$ cat src/pkg/acr_consts.svh
// Constants for the converter control and result block.
// Assumes inclusion by bare name from the design and bench files.
`ifndef ACR_CONSTS_SVH
`define ACR_CONSTS_SVH
// Register indices; byte address is four times the index
`define ACR_IDX_RES_LO   8'h78
`define ACR_IDX_RES_HI   8'h79
`define ACR_IDX_CTRL_A   8'h7A
`define ACR_IDX_CTRL_B   8'h7B
`define ACR_IDX_CHREF    8'h7C
`define ACR_IDX_DIS_LO   8'h7E
`define ACR_IDX_DIS_HI   8'h7F
`define ACR_IDX_MISC     8'h77
// Control A fields
`define ACR_A_ON         7
`define ACR_A_GO         6
`define ACR_A_AUTO       5
`define ACR_A_FLAG       4
`define ACR_A_IE         3
// Control B and misc fields
`define ACR_B_BIPOLAR    7
`define ACR_M_EXT_IN     2
`define ACR_M_INT_OUT    1
// Masks of writable bits
`define ACR_B_MASK       8'h87
`define ACR_DHI_MASK     8'h70
`define ACR_MISC_MASK    8'h06
// Reset values
`define ACR_RST_BYTE     8'h00
`define ACR_RST_RES      10'h000
// Conversion lengths in converter clocks
`define ACR_LEN_FIRST    5'd25
`define ACR_LEN_NORM     5'd13
// Unipolar saturation value
`define ACR_SAT_VAL      10'h3FF
// Bus responses
`define ACR_RESP_OKAY    2'h0
`define ACR_RESP_SLVERR  2'h2
`endif

$ cat src/pkg/acr_pkg.sv
// Types for the converter control and result block.
// Assumes the constants header is on the include path.
package acr_pkg;
  // Conversion sequencer states
  typedef enum logic {ACR_IDLE, ACR_CONV} acr_state_t;
  // Trigger source codes
  typedef enum logic [2:0] {
    ACR_TS_FREE, ACR_TS_COMP, ACR_TS_EXT0, ACR_TS_T1_CMPA,
    ACR_TS_T1_OVF, ACR_TS_T1_CMPB, ACR_TS_T1_CAPT, ACR_TS_WDOG
  } acr_trig_t;
  // One register byte
  typedef logic [7:0] acr_byte_t;
endpackage

$ cat src/rtl/acr_prescaler.sv
// Converter clock prescaler: one-cycle tick every N system clocks.
// Assumes run drops whenever the converter is off.
`timescale 1ns/1ps
`include "acr_consts.svh"
module acr_prescaler
  import acr_pkg::*;
(
  input  wire logic       clk,
  input  wire logic       rst,
  input  wire logic       run,
  input  wire logic [2:0] code,
  output logic            tick
);
  logic [6:0] cnt_q;  // Divider count
  logic [6:0] cnt_d;  // Next count
  logic [6:0] last;   // Terminal count

  // Division factor minus one; codes 0 and 1 both give two
  function automatic logic [6:0] div_last(input logic [2:0] c);
    logic [7:0] f;
    f = (c <= 3'h1) ? 8'h02 : (8'h01 << c);
    return 7'(f - 8'h01);
  endfunction

  // Terminal count and next count
  always_comb begin
    last  = div_last(code);
    tick  = run && (cnt_q >= last);
    cnt_d = (!run || tick) ? 7'h00 : 7'(cnt_q + 7'h01);
  end

  // Count register
  always_ff @(posedge clk) begin
    if (rst) begin
      cnt_q <= 7'h00;
    end else begin
      cnt_q <= cnt_d;
    end
  end
endmodule

$ cat src/rtl/acr_top.sv
// Converter control, prescaler, trigger and result logic behind AXI4-Lite.
// Assumes an analog core sampling CORE_RESULT when a conversion ends.
//
// The AXI4-Lite register port was chosen for this implementation.
`timescale 1ns/1ps
`include "acr_consts.svh"
module acr_top
  import acr_pkg::*;
(
  input  wire logic        MCLK,
  input  wire logic        SRST,
  input  wire logic [11:0] S_AXI_AWADDR,
  input  wire logic        S_AXI_AWVALID,
  output logic             S_AXI_AWREADY,
  input  wire logic [31:0] S_AXI_WDATA,
  input  wire logic [3:0]  S_AXI_WSTRB,
  input  wire logic        S_AXI_WVALID,
  output logic             S_AXI_WREADY,
  output logic [1:0]       S_AXI_BRESP,
  output logic             S_AXI_BVALID,
  input  wire logic        S_AXI_BREADY,
  input  wire logic [11:0] S_AXI_ARADDR,
  input  wire logic        S_AXI_ARVALID,
  output logic             S_AXI_ARREADY,
  output logic [31:0]      S_AXI_RDATA,
  output logic [1:0]       S_AXI_RRESP,
  output logic             S_AXI_RVALID,
  input  wire logic        S_AXI_RREADY,
  input  wire logic        GLOBAL_IRQ_ON,
  input  wire logic        IRQ_ACK,
  output logic             IRQ_REQ,
  input  wire logic [6:0]  TRIG_FLAGS,
  input  wire logic [9:0]  CORE_RESULT,
  input  wire logic        CORE_POS_NOT_ABOVE,
  output logic             CORE_ON,
  output logic             CORE_BUSY,
  output logic             CORE_INIT,
  output logic             CORE_CLK_TICK,
  output logic [4:0]       CORE_CHANNEL,
  output logic [1:0]       CORE_REF_SEL,
  output logic             CORE_BIPOLAR,
  output logic             REF_FROM_EXT,
  output logic             REF_OUT_DRIVE,
  input  wire logic [10:0] PIN_RAW,
  output logic [10:0]      PIN_READ,
  output logic [10:0]      PIN_BUF_OFF
);
  // Register file
  acr_byte_t  ctla_q, ctla_d;     // Control A minus go and flag
  acr_byte_t  ctlb_q, ctlb_d;     // Control B
  acr_byte_t  chref_q, chref_d;   // Pending channel and reference select
  acr_byte_t  cur_q, cur_d;       // Channel and reference applied to core
  acr_byte_t  dlo_q, dlo_d;       // Input disable low
  acr_byte_t  dhi_q, dhi_d;       // Input disable high
  acr_byte_t  misc_q, misc_d;     // Misc analog control
  logic [9:0] res_q, res_d;       // Stored result
  logic       flag_q, flag_d;     // Conversion done flag
  logic       lock_q, lock_d;     // Result lock after low byte read
  logic       first_q, first_d;   // Next conversion is the first
  logic       refchg_q, refchg_d; // Reference changed since last start
  logic       long_q, long_d;     // Current conversion is long
  logic [4:0] cnt_q, cnt_d;       // Converter clocks in this conversion
  acr_state_t st_q, st_d;         // Sequencer state
  logic       trig_prev_q;        // Trigger level last cycle
  logic [10:0] pin_q;             // Masked pin inputs
  // Bus slave
  logic        aw_q, aw_d, w_q, w_d, b_q, b_d, r_q, r_d;
  logic [9:0]  awa_q, awa_d;
  logic [7:0]  wd_q, wd_d;
  logic        ws_q, ws_d;
  logic [1:0]  bresp_q, bresp_d, rresp_q, rresp_d;
  logic [31:0] rdat_q, rdat_d;
  // Combinational helpers
  logic        tick, wr_go, rd_go, trig_lvl, trig_start, sw_start, start;
  logic        done, on_next, wr_ok, rd_ok;
  logic [15:0] view;
  logic [7:0]  rbyte;
  logic [9:0]  conv_val;

  // Register index hit test, used by both bus paths
  function automatic logic hit(input logic [9:0] a, input logic [7:0] idx);
    return a == {2'h0, idx};
  endfunction

  // Converter clock source
  acr_prescaler u_presc (
    .clk  (MCLK),
    .rst  (SRST),
    .run  (ctla_q[`ACR_A_ON]),
    .code (ctla_q[2:0]),
    .tick (tick)
  );

  // Bus handshakes
  assign S_AXI_AWREADY = !aw_q && !b_q;
  assign S_AXI_WREADY  = !w_q && !b_q;
  assign S_AXI_ARREADY = !r_q;
  assign wr_go = aw_q && w_q;
  assign rd_go = S_AXI_ARVALID && !r_q;

  // Result layout follows the justify bit live
  always_comb begin
    view = chref_q[5] ? {res_q, 6'h00} : {6'h00, res_q};
  end

  // Read mux
  always_comb begin
    rd_ok = 1'b1;
    rbyte = 8'h00;
    if (hit(S_AXI_ARADDR[11:2], `ACR_IDX_RES_LO)) begin
      rbyte = view[7:0];
    end else if (hit(S_AXI_ARADDR[11:2], `ACR_IDX_RES_HI)) begin
      rbyte = view[15:8];
    end else if (hit(S_AXI_ARADDR[11:2], `ACR_IDX_CTRL_A)) begin
      rbyte = {ctla_q[7], st_q == ACR_CONV, ctla_q[5], flag_q, ctla_q[3:0]};
    end else if (hit(S_AXI_ARADDR[11:2], `ACR_IDX_CTRL_B)) begin
      rbyte = ctlb_q;
    end else if (hit(S_AXI_ARADDR[11:2], `ACR_IDX_CHREF)) begin
      rbyte = chref_q;
    end else if (hit(S_AXI_ARADDR[11:2], `ACR_IDX_DIS_LO)) begin
      rbyte = dlo_q;
    end else if (hit(S_AXI_ARADDR[11:2], `ACR_IDX_DIS_HI)) begin
      rbyte = dhi_q;
    end else if (hit(S_AXI_ARADDR[11:2], `ACR_IDX_MISC)) begin
      rbyte = misc_q;
    end else begin
      rd_ok = 1'b0;  // Unmapped
    end
  end

  // Trigger selection and edge detection
  always_comb begin
    trig_lvl = (ctlb_q[2:0] == ACR_TS_FREE) ? 1'b0 : TRIG_FLAGS[3'(ctlb_q[2:0] - 3'h1)];
    trig_start = ctla_q[`ACR_A_AUTO] && ctla_q[`ACR_A_ON]
                 && trig_lvl && !trig_prev_q;
  end

  // Conversion value from core
  always_comb begin
    conv_val = CORE_RESULT;
    if (!ctlb_q[`ACR_B_BIPOLAR] && CORE_POS_NOT_ABOVE) begin
      conv_val = `ACR_SAT_VAL;
    end
  end

  // Next state of bus slave and register file
  always_comb begin
    aw_d = aw_q; w_d = w_q; b_d = b_q; r_d = r_q;
    awa_d = awa_q; wd_d = wd_q; ws_d = ws_q;
    bresp_d = bresp_q; rresp_d = rresp_q; rdat_d = rdat_q;
    ctla_d = ctla_q; ctlb_d = ctlb_q; chref_d = chref_q; cur_d = cur_q;
    dlo_d = dlo_q; dhi_d = dhi_q; misc_d = misc_q;
    res_d = res_q; flag_d = flag_q; lock_d = lock_q; first_d = first_q;
    refchg_d = refchg_q; long_d = long_q; cnt_d = cnt_q; st_d = st_q;
    wr_ok = 1'b1;
    sw_start = 1'b0;
    // Address and data capture, either order
    if (S_AXI_AWVALID && S_AXI_AWREADY) begin
      aw_d = 1'b1;
      awa_d = S_AXI_AWADDR[11:2];
    end
    if (S_AXI_WVALID && S_AXI_WREADY) begin
      w_d = 1'b1;
      wd_d = S_AXI_WDATA[7:0];
      ws_d = S_AXI_WSTRB[0];
    end
    if (S_AXI_BVALID && S_AXI_BREADY) begin
      b_d = 1'b0;
    end
    // Register write once both halves are held
    if (wr_go) begin
      aw_d = 1'b0;
      w_d = 1'b0;
      b_d = 1'b1;
      if (!ws_q) begin
        wr_ok = 1'b1;  // Lane 0 not strobed: no effect
      end else if (hit(awa_q, `ACR_IDX_CTRL_A)) begin
        ctla_d = {wd_q[7], 1'b0, wd_q[5], 1'b0, wd_q[3:0]};
        if (!ctla_q[`ACR_A_ON] && wd_q[`ACR_A_ON]) begin
          first_d = 1'b1;
        end
        sw_start = wd_q[`ACR_A_GO] && wd_q[`ACR_A_ON];
        if (wd_q[`ACR_A_FLAG]) begin
          flag_d = 1'b0;
        end
      end else if (hit(awa_q, `ACR_IDX_CTRL_B)) begin
        ctlb_d = wd_q & `ACR_B_MASK;
      end else if (hit(awa_q, `ACR_IDX_CHREF)) begin
        chref_d = wd_q;
        if (wd_q[7:6] != chref_q[7:6]) begin
          refchg_d = 1'b1;
        end
      end else if (hit(awa_q, `ACR_IDX_DIS_LO)) begin
        dlo_d = wd_q;
      end else if (hit(awa_q, `ACR_IDX_DIS_HI)) begin
        dhi_d = wd_q & `ACR_DHI_MASK;
      end else if (hit(awa_q, `ACR_IDX_MISC)) begin
        misc_d = wd_q & `ACR_MISC_MASK;
        if (wd_q[`ACR_M_EXT_IN] != misc_q[`ACR_M_EXT_IN]) begin
          refchg_d = 1'b1;
        end
      end else if (!hit(awa_q, `ACR_IDX_RES_LO) && !hit(awa_q, `ACR_IDX_RES_HI)) begin
        wr_ok = 1'b0;
      end
      bresp_d = wr_ok ? `ACR_RESP_OKAY : `ACR_RESP_SLVERR;
    end
    // Register read with its lock side effect
    if (S_AXI_RVALID && S_AXI_RREADY) begin
      r_d = 1'b0;
    end
    if (rd_go) begin
      r_d = 1'b1;
      rdat_d = {24'h000000, rbyte};
      rresp_d = rd_ok ? `ACR_RESP_OKAY : `ACR_RESP_SLVERR;
      if (hit(S_AXI_ARADDR[11:2], `ACR_IDX_RES_LO)) begin
        lock_d = 1'b1;
      end else if (hit(S_AXI_ARADDR[11:2], `ACR_IDX_RES_HI)) begin
        lock_d = 1'b0;
      end
    end
    // Conversion sequencer
    on_next = ctla_d[`ACR_A_ON];
    done = (st_q == ACR_CONV) && tick && (cnt_q == 5'(long_q ? `ACR_LEN_FIRST - 5'd1
                                                          : `ACR_LEN_NORM - 5'd1));
    start = 1'b0;
    if (st_q == ACR_CONV && tick) begin
      cnt_d = 5'(cnt_q + 5'd1);
    end
    if (done) begin
      st_d = ACR_IDLE;
      flag_d = 1'b1;
      if (!lock_q) begin
        res_d = conv_val;
      end
      start = ctla_q[`ACR_A_AUTO] && (ctlb_q[2:0] == ACR_TS_FREE);
    end
    if (st_q == ACR_IDLE || done) begin
      start = start || sw_start || trig_start;
    end
    if (IRQ_ACK && !done) begin
      flag_d = 1'b0;
    end
    if (start && on_next) begin
      st_d = ACR_CONV;
      cnt_d = 5'd0;
      long_d = first_d || refchg_d;
      first_d = 1'b0;
      refchg_d = 1'b0;
    end
    if (!on_next) begin
      st_d = ACR_IDLE;
    end
    // Core selection only moves between conversions
    cur_d = (st_q == ACR_CONV && !done) ? cur_q : chref_d;
  end

  // Register all state
  always_ff @(posedge MCLK) begin
    if (SRST) begin
      aw_q <= 1'b0; w_q <= 1'b0; b_q <= 1'b0; r_q <= 1'b0;
      awa_q <= 10'h000; wd_q <= 8'h00; ws_q <= 1'b0;
      bresp_q <= `ACR_RESP_OKAY; rresp_q <= `ACR_RESP_OKAY; rdat_q <= 32'h00000000;
      ctla_q <= `ACR_RST_BYTE; ctlb_q <= `ACR_RST_BYTE; chref_q <= `ACR_RST_BYTE;
      cur_q <= `ACR_RST_BYTE; dlo_q <= `ACR_RST_BYTE; dhi_q <= `ACR_RST_BYTE;
      misc_q <= `ACR_RST_BYTE; res_q <= `ACR_RST_RES;
      flag_q <= 1'b0; lock_q <= 1'b0; first_q <= 1'b0; refchg_q <= 1'b0;
      long_q <= 1'b0; cnt_q <= 5'd0; st_q <= ACR_IDLE;
      trig_prev_q <= 1'b0; pin_q <= 11'h000;
    end else begin
      aw_q <= aw_d; w_q <= w_d; b_q <= b_d; r_q <= r_d;
      awa_q <= awa_d; wd_q <= wd_d; ws_q <= ws_d;
      bresp_q <= bresp_d; rresp_q <= rresp_d; rdat_q <= rdat_d;
      ctla_q <= ctla_d; ctlb_q <= ctlb_d; chref_q <= chref_d;
      cur_q <= cur_d; dlo_q <= dlo_d; dhi_q <= dhi_d;
      misc_q <= misc_d; res_q <= res_d;
      flag_q <= flag_d; lock_q <= lock_d; first_q <= first_d; refchg_q <= refchg_d;
      long_q <= long_d; cnt_q <= cnt_d; st_q <= st_d;
      trig_prev_q <= trig_lvl;
      pin_q <= PIN_RAW & ~{dhi_q[6:4], dlo_q};
    end
  end

  // Outputs
  assign S_AXI_BVALID  = b_q;
  assign S_AXI_BRESP   = bresp_q;
  assign S_AXI_RVALID  = r_q;
  assign S_AXI_RDATA   = rdat_q;
  assign S_AXI_RRESP   = rresp_q;
  assign IRQ_REQ       = flag_q && ctla_q[`ACR_A_IE] && GLOBAL_IRQ_ON;
  assign CORE_ON       = ctla_q[`ACR_A_ON];
  assign CORE_BUSY     = st_q == ACR_CONV;
  assign CORE_INIT     = long_q && (st_q == ACR_CONV);
  assign CORE_CLK_TICK = tick;
  assign CORE_CHANNEL  = cur_q[4:0];
  assign CORE_REF_SEL  = cur_q[7:6];
  assign CORE_BIPOLAR  = ctlb_q[`ACR_B_BIPOLAR];
  assign REF_FROM_EXT  = misc_q[`ACR_M_EXT_IN];
  assign REF_OUT_DRIVE = misc_q[`ACR_M_INT_OUT];
  assign PIN_READ      = pin_q;
  assign PIN_BUF_OFF   = {dhi_q[6:4], dlo_q};
endmodule

$ cat config.mk
export PLATFORM = sky130hd
export DESIGN_NAME = acr_top
export DESIGN_NICKNAME = d
export VERILOG_FILES = /design/src/pkg/acr_pkg.sv /design/src/rtl/acr_prescaler.sv /design/src/rtl/acr_top.sv
export VERILOG_INCLUDE_DIRS = /design/src /design/src/pkg
export SDC_FILE = /design/constraint.sdc
export NUM_CORES = 1
export LEC_CHECK = 0
export BUFFER_PORTS_ARGS = -buffer_cell sky130_fd_sc_hd__clkbuf_2
export CORE_MARGIN = 10
export CORE_UTILIZATION = 40
export CTS_CLUSTER_SIZE = 14
export DETAILED_ROUTE_END_ITERATION = 8
export PLACE_DENSITY = 0.66
export SYNTH_ARGS = -nofsm -noshare
export SYNTH_HDL_FRONTEND = slang
export SYNTH_SLANG_ARGS = --single-unit
$ cat constraint.sdc
create_clock -name MCLK -period 3.35 [get_ports MCLK]
set_input_delay 0.1675 -clock MCLK [delete_from_list [all_inputs] [get_ports MCLK]]
set_output_delay 0.1675 -clock MCLK [all_outputs]
set_load 0.03 [all_outputs]
# Word-level counts from Yosys, hierarchy flattened
# Cells that the tools add are included.
# W data, S select, Z words.
[word_totals] in_bits=98 out_inout_bits=78 register_bits=114
[classes] n_mux=74 addsub=4 n_lt_le_gt_ge=3 n_eq_ne=19 bitwise_logic=10 shifts=1 n_reduce_logical=62
[ops] op="$eq A10 B7 Y1 const B" n=16
[ops] op="$mux W8" n=14
[ops] op="$mux W1" n=51
[ops] op="$logic_and A1 B1 Y1" n=25
[ops] op="$mux W16" n=1
[ops] op="$reduce_bool A2 Y1" n=8
[ops] op="$mux W7" n=2
[ops] op="$and A11 B11 Y11" n=1
[ops] op="$not A11 Y11" n=1
[ops] op="$logic_not A1 Y1" n=10
[ops] op="$mux W10" n=1
[ops] op="$reduce_or A2 Y1" n=5
[ops] op="$not A1 Y1" n=8
[ops] op="$reduce_and A4 Y1" n=2
[ops] op="$reduce_and A8 Y1" n=1
[ops] op="$add A7 B1 Y7 const B" n=1
[ops] op="$ge A7 B7 Y1" n=1
[ops] op="$reduce_and A7 Y1" n=1
[ops] op="$shl A1 B3 Y7 const A" n=1
[ops] op="$sub A7 B1 Y7 const B" n=1
[ops] op="$reduce_and A6 Y1" n=1
[ops] op="$add A5 B1 Y5 const B" n=1
[ops] op="$eq A5 B5 Y1" n=1
[ops] op="$logic_or A1 B1 Y1" n=5
[ops] op="other kinds (12)" n=14

# Depth between registers and ports, before layout
[logic_depth] word_depth=13 ltp_mapped=10

# Hierarchy
# From an unflattened synthesis, not the netlist that was laid out.
[unflattened] cells_unflattened=629 hier_area_um2=5377.7
[modules_own_cells] module="acr_top" instances=1 cells_each=568 area_per_inst_um2=4830.9
[modules_own_cells] module="acr_prescaler" instances=1 cells_each=61 area_per_inst_um2=546.8

# Least setup slack after synthesis
# No wires, ideal clock.
[synth_path] kind="register to register" start="reg ctla_q[2]" end="reg cur_q[3]" setup_ns=0.143 required_time_ns=3.207 synth_period_minus_slack_ns=2.536 slack_ns=0.814 arrival_time_ns=2.393 stages_incl_launch_ff=11 path_cell_list="dfxtp_1 -> clkbuf_1 -> o21ai_0 -> ha_1 -> a21o_1 -> a221o_1 -> a41oi_1 -> o21ai_1 -> clkbuf_1 -> nor2_1 -> a211oi_1"
[synth_between] elab_chain_len=9 elab_cells_between_ends=10
[synth_rtl] item="start: declaration" line="acr_top.sv:49" rtl="acr_byte_t ctla_q, ctla_d;"
[synth_rtl] item="start signal: assignment" line="acr_top.sv:263" rtl="ctla_q <= `ACR_RST_BYTE; ctlb_q <= `ACR_RST_BYTE; chref_q <= `ACR_RST_BYTE;"
[synth_rtl] item="start signal: assignment" line="acr_top.sv:273" rtl="ctla_q <= ctla_d; ctlb_q <= ctlb_d; chref_q <= chref_d;"
[synth_rtl] item="$le A3 B1 Y1 / $shl A1 B3 Y7 (equally long branches)" line="acr_prescaler.sv:21" rtl="f = (c <= 3'h1) ? 8'h02 : (8'h01 << c);"
[synth_rtl] item="$mux W7 *" line="acr_prescaler.sv:21"
[synth_rtl] item="$sub A7 B1 Y7 *" line="acr_prescaler.sv:22" rtl="return 7'(f - 8'h01);"
[synth_rtl] item="$ge A7 B7 Y1 *" line="acr_prescaler.sv:28" rtl="tick = run && (cnt_q >= last);"
[synth_rtl] item="$logic_and A1 B1 Y1 *" line="acr_prescaler.sv:28"
[synth_rtl] item="$logic_and A1 B1 Y1 * (2 in series)" line="acr_top.sv:223" rtl="done = (st_q == ACR_CONV) && tick && (cnt_q == 5'(long_q ? `ACR_LEN_FIRST - 5'd1"
[synth_rtl] item="$logic_not A1 Y1 *" line="acr_top.sv:254" rtl="cur_d = (st_q == ACR_CONV && !done) ? cur_q : chref_d;"
[synth_rtl] item="$logic_and A1 B1 Y1 *" line="acr_top.sv:254"
[synth_rtl] item="end signal: assignment" line="acr_top.sv:264" rtl="cur_q <= `ACR_RST_BYTE; dlo_q <= `ACR_RST_BYTE; dhi_q <= `ACR_RST_BYTE;"
[synth_rtl] item="end signal: assignment" line="acr_top.sv:274" rtl="cur_q <= cur_d; dlo_q <= dlo_d; dhi_q <= dhi_d;"
[synth_rtl] item="end: declaration" line="acr_top.sv:52" rtl="acr_byte_t cur_q, cur_d;"
# Mark *: on every way between the ends. The rest lies on a longest branch, timed or not.
# A chain may end at the register's enable or synchronous reset.

# Worst setup path after layout
[layout_path] start="reg ctlb_q[0]" end="reg cnt_q[3]"
[layout_between] elab_chain_len=10 elab_cells_between_ends=14
[layout_rtl] item="start: declaration" line="acr_top.sv:50" rtl="acr_byte_t ctlb_q, ctlb_d;"
[layout_rtl] item="start signal: assignment" line="acr_top.sv:263"
[layout_rtl] item="start signal: assignment" line="acr_top.sv:273"
[layout_rtl] item="$sub A3 B1 Y3" line="acr_top.sv:133" rtl="trig_lvl = (ctlb_q[2:0] == ACR_TS_FREE) ? 1'b0 : TRIG_FLAGS[3'(ctlb_q[2:0] - 3'h1)];"
[layout_rtl] item="$bmux W1 S3" line="acr_top.sv:133"
[layout_rtl] item="$mux W1 (not written as such)" line="acr_top.sv:133"
[layout_rtl] item="$mux W1" line="acr_top.sv:133"
[layout_rtl] item="$logic_and A1 B1 Y1 (2 in series)" line="acr_top.sv:134" rtl="trig_start = ctla_q[`ACR_A_AUTO] && ctla_q[`ACR_A_ON]"
[layout_rtl] item="$logic_or A1 B1 Y1" line="acr_top.sv:238" rtl="start = start || sw_start || trig_start;"
[layout_rtl] item="$mux W1 *" line="acr_top.sv:237" rtl="if (st_q == ACR_IDLE || done) begin"
[layout_rtl] item="$logic_and A1 B1 Y1 *" line="acr_top.sv:243" rtl="if (start && on_next) begin"
[layout_rtl] item="$reduce_or A2 Y1 (no source line) *"
[layout_rtl] item="end signal: assignment" line="acr_top.sv:277" rtl="long_q <= long_d; cnt_q <= cnt_d; st_q <= st_d;"
[layout_rtl] item="end: declaration" line="acr_top.sv:62" rtl="logic [4:0] cnt_q, cnt_d;"
# Mark *: on every way between the ends. The rest lies on a longest branch, timed or not. The select of a mux whose other input is x is not followed.

==> summary.txt <==
vias in the first global route: 4649
Routed WL per cell: 16.3 µm
DRT Pass-1 Iters: 5
Fin Hold WS: 0.0257 ns
count of final max-slew check failures: 0
Total Power: 2.78 mW
area of placed instances: 5910 µm²
final setup fails: 0
reg2reg path depth: 9
overall routing resource usage: 15.7%
share of layout cells above drive strength 1: 21.4%
H-tree depth: 3
setup tns final: 0 ns
Async SR Flop Fraction: 0%
final wirelength: 14600 µm
initial core utilization: 41.4%
CTS clk-pin slew, worst paths: 0.07 ns
Synth Warn #: 0
PwrDens: 446 nW/µm²
RSZ-0062 raised after global routing: false
total global routing overflow: 0
Longest Clk Path Bufs: 2
worst hold path type: in -> reg
hold depth: 3
antenna-violating nets left: 0
met1 track demand over resource: 19.4%
Die X: 135 µm
CTS Buf Count: 9
number of synthesized flops with an enable pin: 0
min Tclk post-route: 2.95 ns
crit path max fanout: 7
# nets final: 829
final core utilization: 48.8%
Final Hold Violating Endpoints: 0
Worst setup SP type: flop
antenna violations before repair: 0
Gate Count Post-Synth: 618
first-pass GRT wire length: 23400 µm
sequential fraction of the synthesis area: 42.1%
Worst VDD drop: 0.252 mV
fin crit share: 88.1%
leakage power: 2.55 nW
Post-CTS Hold Fix Bufs: 1
core area: 12800 µm²
share of the synthesized area in the top cell type: 42.1%
max cap viols: 0
Clock Latency Late Sink: 0.35 ns
Detailed Place HPWL: 11300 µm
post-layout instance area: 6230 µm²
DIE AREA: 18200 µm²
Synth Area per Inst: 8.55 µm²
met3 Use GR: 4.64%
Avg Vias per Cell: 5.19
outcome: finished, final reports clean
CP Data Arrival Time: 3.16 ns
met2 GRT Util: 25.4%
Synth area leaders: dfxtp_1 (42%), nor2_1 (6.5%), mux2i_1 (6.4%)
fillers: 1272
area delta synth->final: 17.9%
CTS tree: built
Remaining DRCs: 0
pin count of the biggest net entering global routing: 61
Peak Freq: 0.339 GHz
Req. time, crit path: 3.56 ns
clk root buf: clkbuf_16
gpl congestion: 0.869
Iteration-0 DRC Markers: 346
cell area after synthesis: 5280 µm²
CTS sink cnt: 111
Yosys reg bits: 111
Unique masters post-synth: 56
cell taking the most area after synthesis: dfxtp_1
post-CTS setup buffer count: 0
routed vias: 4646
Most used DFF post-synth: dfxtp_1
port bufs: 118
Die H: 135 µm
n_diodes: 0
worst slew pin tran: 0.864 ns
I/O pin cnt: 176
critical path class: reg -> reg
GRT Max-Usage Layer: met2
FP Rows: 41
Rel. slew slack: 41.8%
Post-CTS Resized: 0
Worst Clk Skew: 0.00703 ns
Crit. End Element: flop
## through the flow
| step | std cells | setup slack, ns |
|---|---|---|
| 3_3_place_gp | 879 | 0.605 |
| 6_report | 896 | 0.399 |
| 3_5_place_dp | 879 | 0.466 |
| 5_1_grt | 896 | 0.175 |
| 2_1_floorplan | 643 | 0.814 |
| 4_1_cts | 896 | 0.433 |
## power by group
part	total (mW)	internal, mW	switching, mW
registers	1.39	1.35	0.0399
clock network	1.11	0.623	0.484
logic	0.275	0.0870	0.188
## routing by layer
layer  up-vias  part of all wire, %
li1       2303                    -
met1      2170                   44
met2       155                   46
met3        18                  7.8
met4         0                  1.7
met5         -                    0
## flip-flops by register name, summed over array words and instances (netlist names), 2 cells and up, named ones only
name	flops
ctla_q	6
ctlb_q	4
S_AXI_RDATA	8
cnt_q	5
dhi_q	3
awa_q	10
PIN_READ	11
wd_q	8
chref_q	7
cur_q	7
dlo_q	8
misc_q	2
u_presc.cnt_q	7
res_q	10
## synth_stat cells, drive strengths merged, types with 10 or more instances
cell type and number:
a211oi 20, a21oi 38, and3 10, buf 28
clkbuf 32, dfxtp 111, ha 12, inv 14
mux2i 34, nand2 71, nand3 10, nor2 91
nor3b 15, o21ai 19
## kinds of logic (layout without fill, tap and decap cells)
| logic type | after synthesis | after routing | synth area share [%] |
|---|---|---|---|
| DFF | 111 | 111 | 42.1 |
| xor gates and xnor gates | 12 | 12 | 1.99 |
| AOI/OAI and AO/OA | 120 | 120 | 15.1 |
| buffers and inverters | 74 | 155 | 7.15 |
| adders and majority gates | 12 | 12 | 2.84 |
| other | 2 | 27 | 0.142 |
| muxes | 41 | 41 | 7.93 |
| and+or+nand+nor | 246 | 246 | 22.8 |
## path summary, 6_finish.rpt
check,slack [ns],from,to
setup / recovery,0.40,ctlb_q[0],cnt_q[3]
hold / removal,0.03,S_AXI_AWADDR[8],awa_q[6]
setup reg to reg,0.40,ctlb_q[0],cnt_q[3]
hold reg to reg,0.47,awa_q[7],awa_q[7]
## layout make-up
| class | count | area [µm²] | share of cell area (%) |
|---|---|---|---|
| clock buffer | 12 | 256 | 4.12 |
| clock inverter | 4 | 51.3 | 0.824 |
| inverter | 14 | 52.6 | 0.844 |
| multi-input combinational | 458 | 2780 | 44.7 |
| sequential | 111 | 2220 | 35.7 |
| tap | 172 | 215 | 3.46 |
| timing repair buffer | 125 | 646 | 10.4 |
## worst max-delay path, stage by stage (launching register included)
cell,delay (ns)
dfxtp_1,0.44
inv_1,0.09
ha_1,0.21
ha_1,0.33
mux2_2,0.24
a221oi_1,0.10
nor4_1,0.36
a311oi_1,0.15
o31ai_1,0.77
nor2_1,0.12
## layout by cell type (no fill, tap or decap), types with 5 or more instances in the layout
cell type  synthesis  final
clkbuf_2           2    117
dfxtp_1          111    111
nor2_1            91     91
nand2_1           71     71
a21oi_1           38     38
mux2i_1           34     34
conb_1             2     27
o21ai_0           18     18
a211oi_1          16     16
nor3b_1           15     15
inv_1             14     14
ha_1              12     12
nand3_1           10     10
and3_1            10     10
nor2b_1            9      9
clkbuf_16          0      9
mux2_2             7      7
xnor2_1            7      7
and2_1             6      6
nand2b_1           6      6
a22oi_1            6      6
a31oi_1            6      6
buf_4             26      6
nand4_1            5      5
xor2_1             5      5
nor3_1             5      5
No activity file was read; power rests on OpenSTA's default activity.
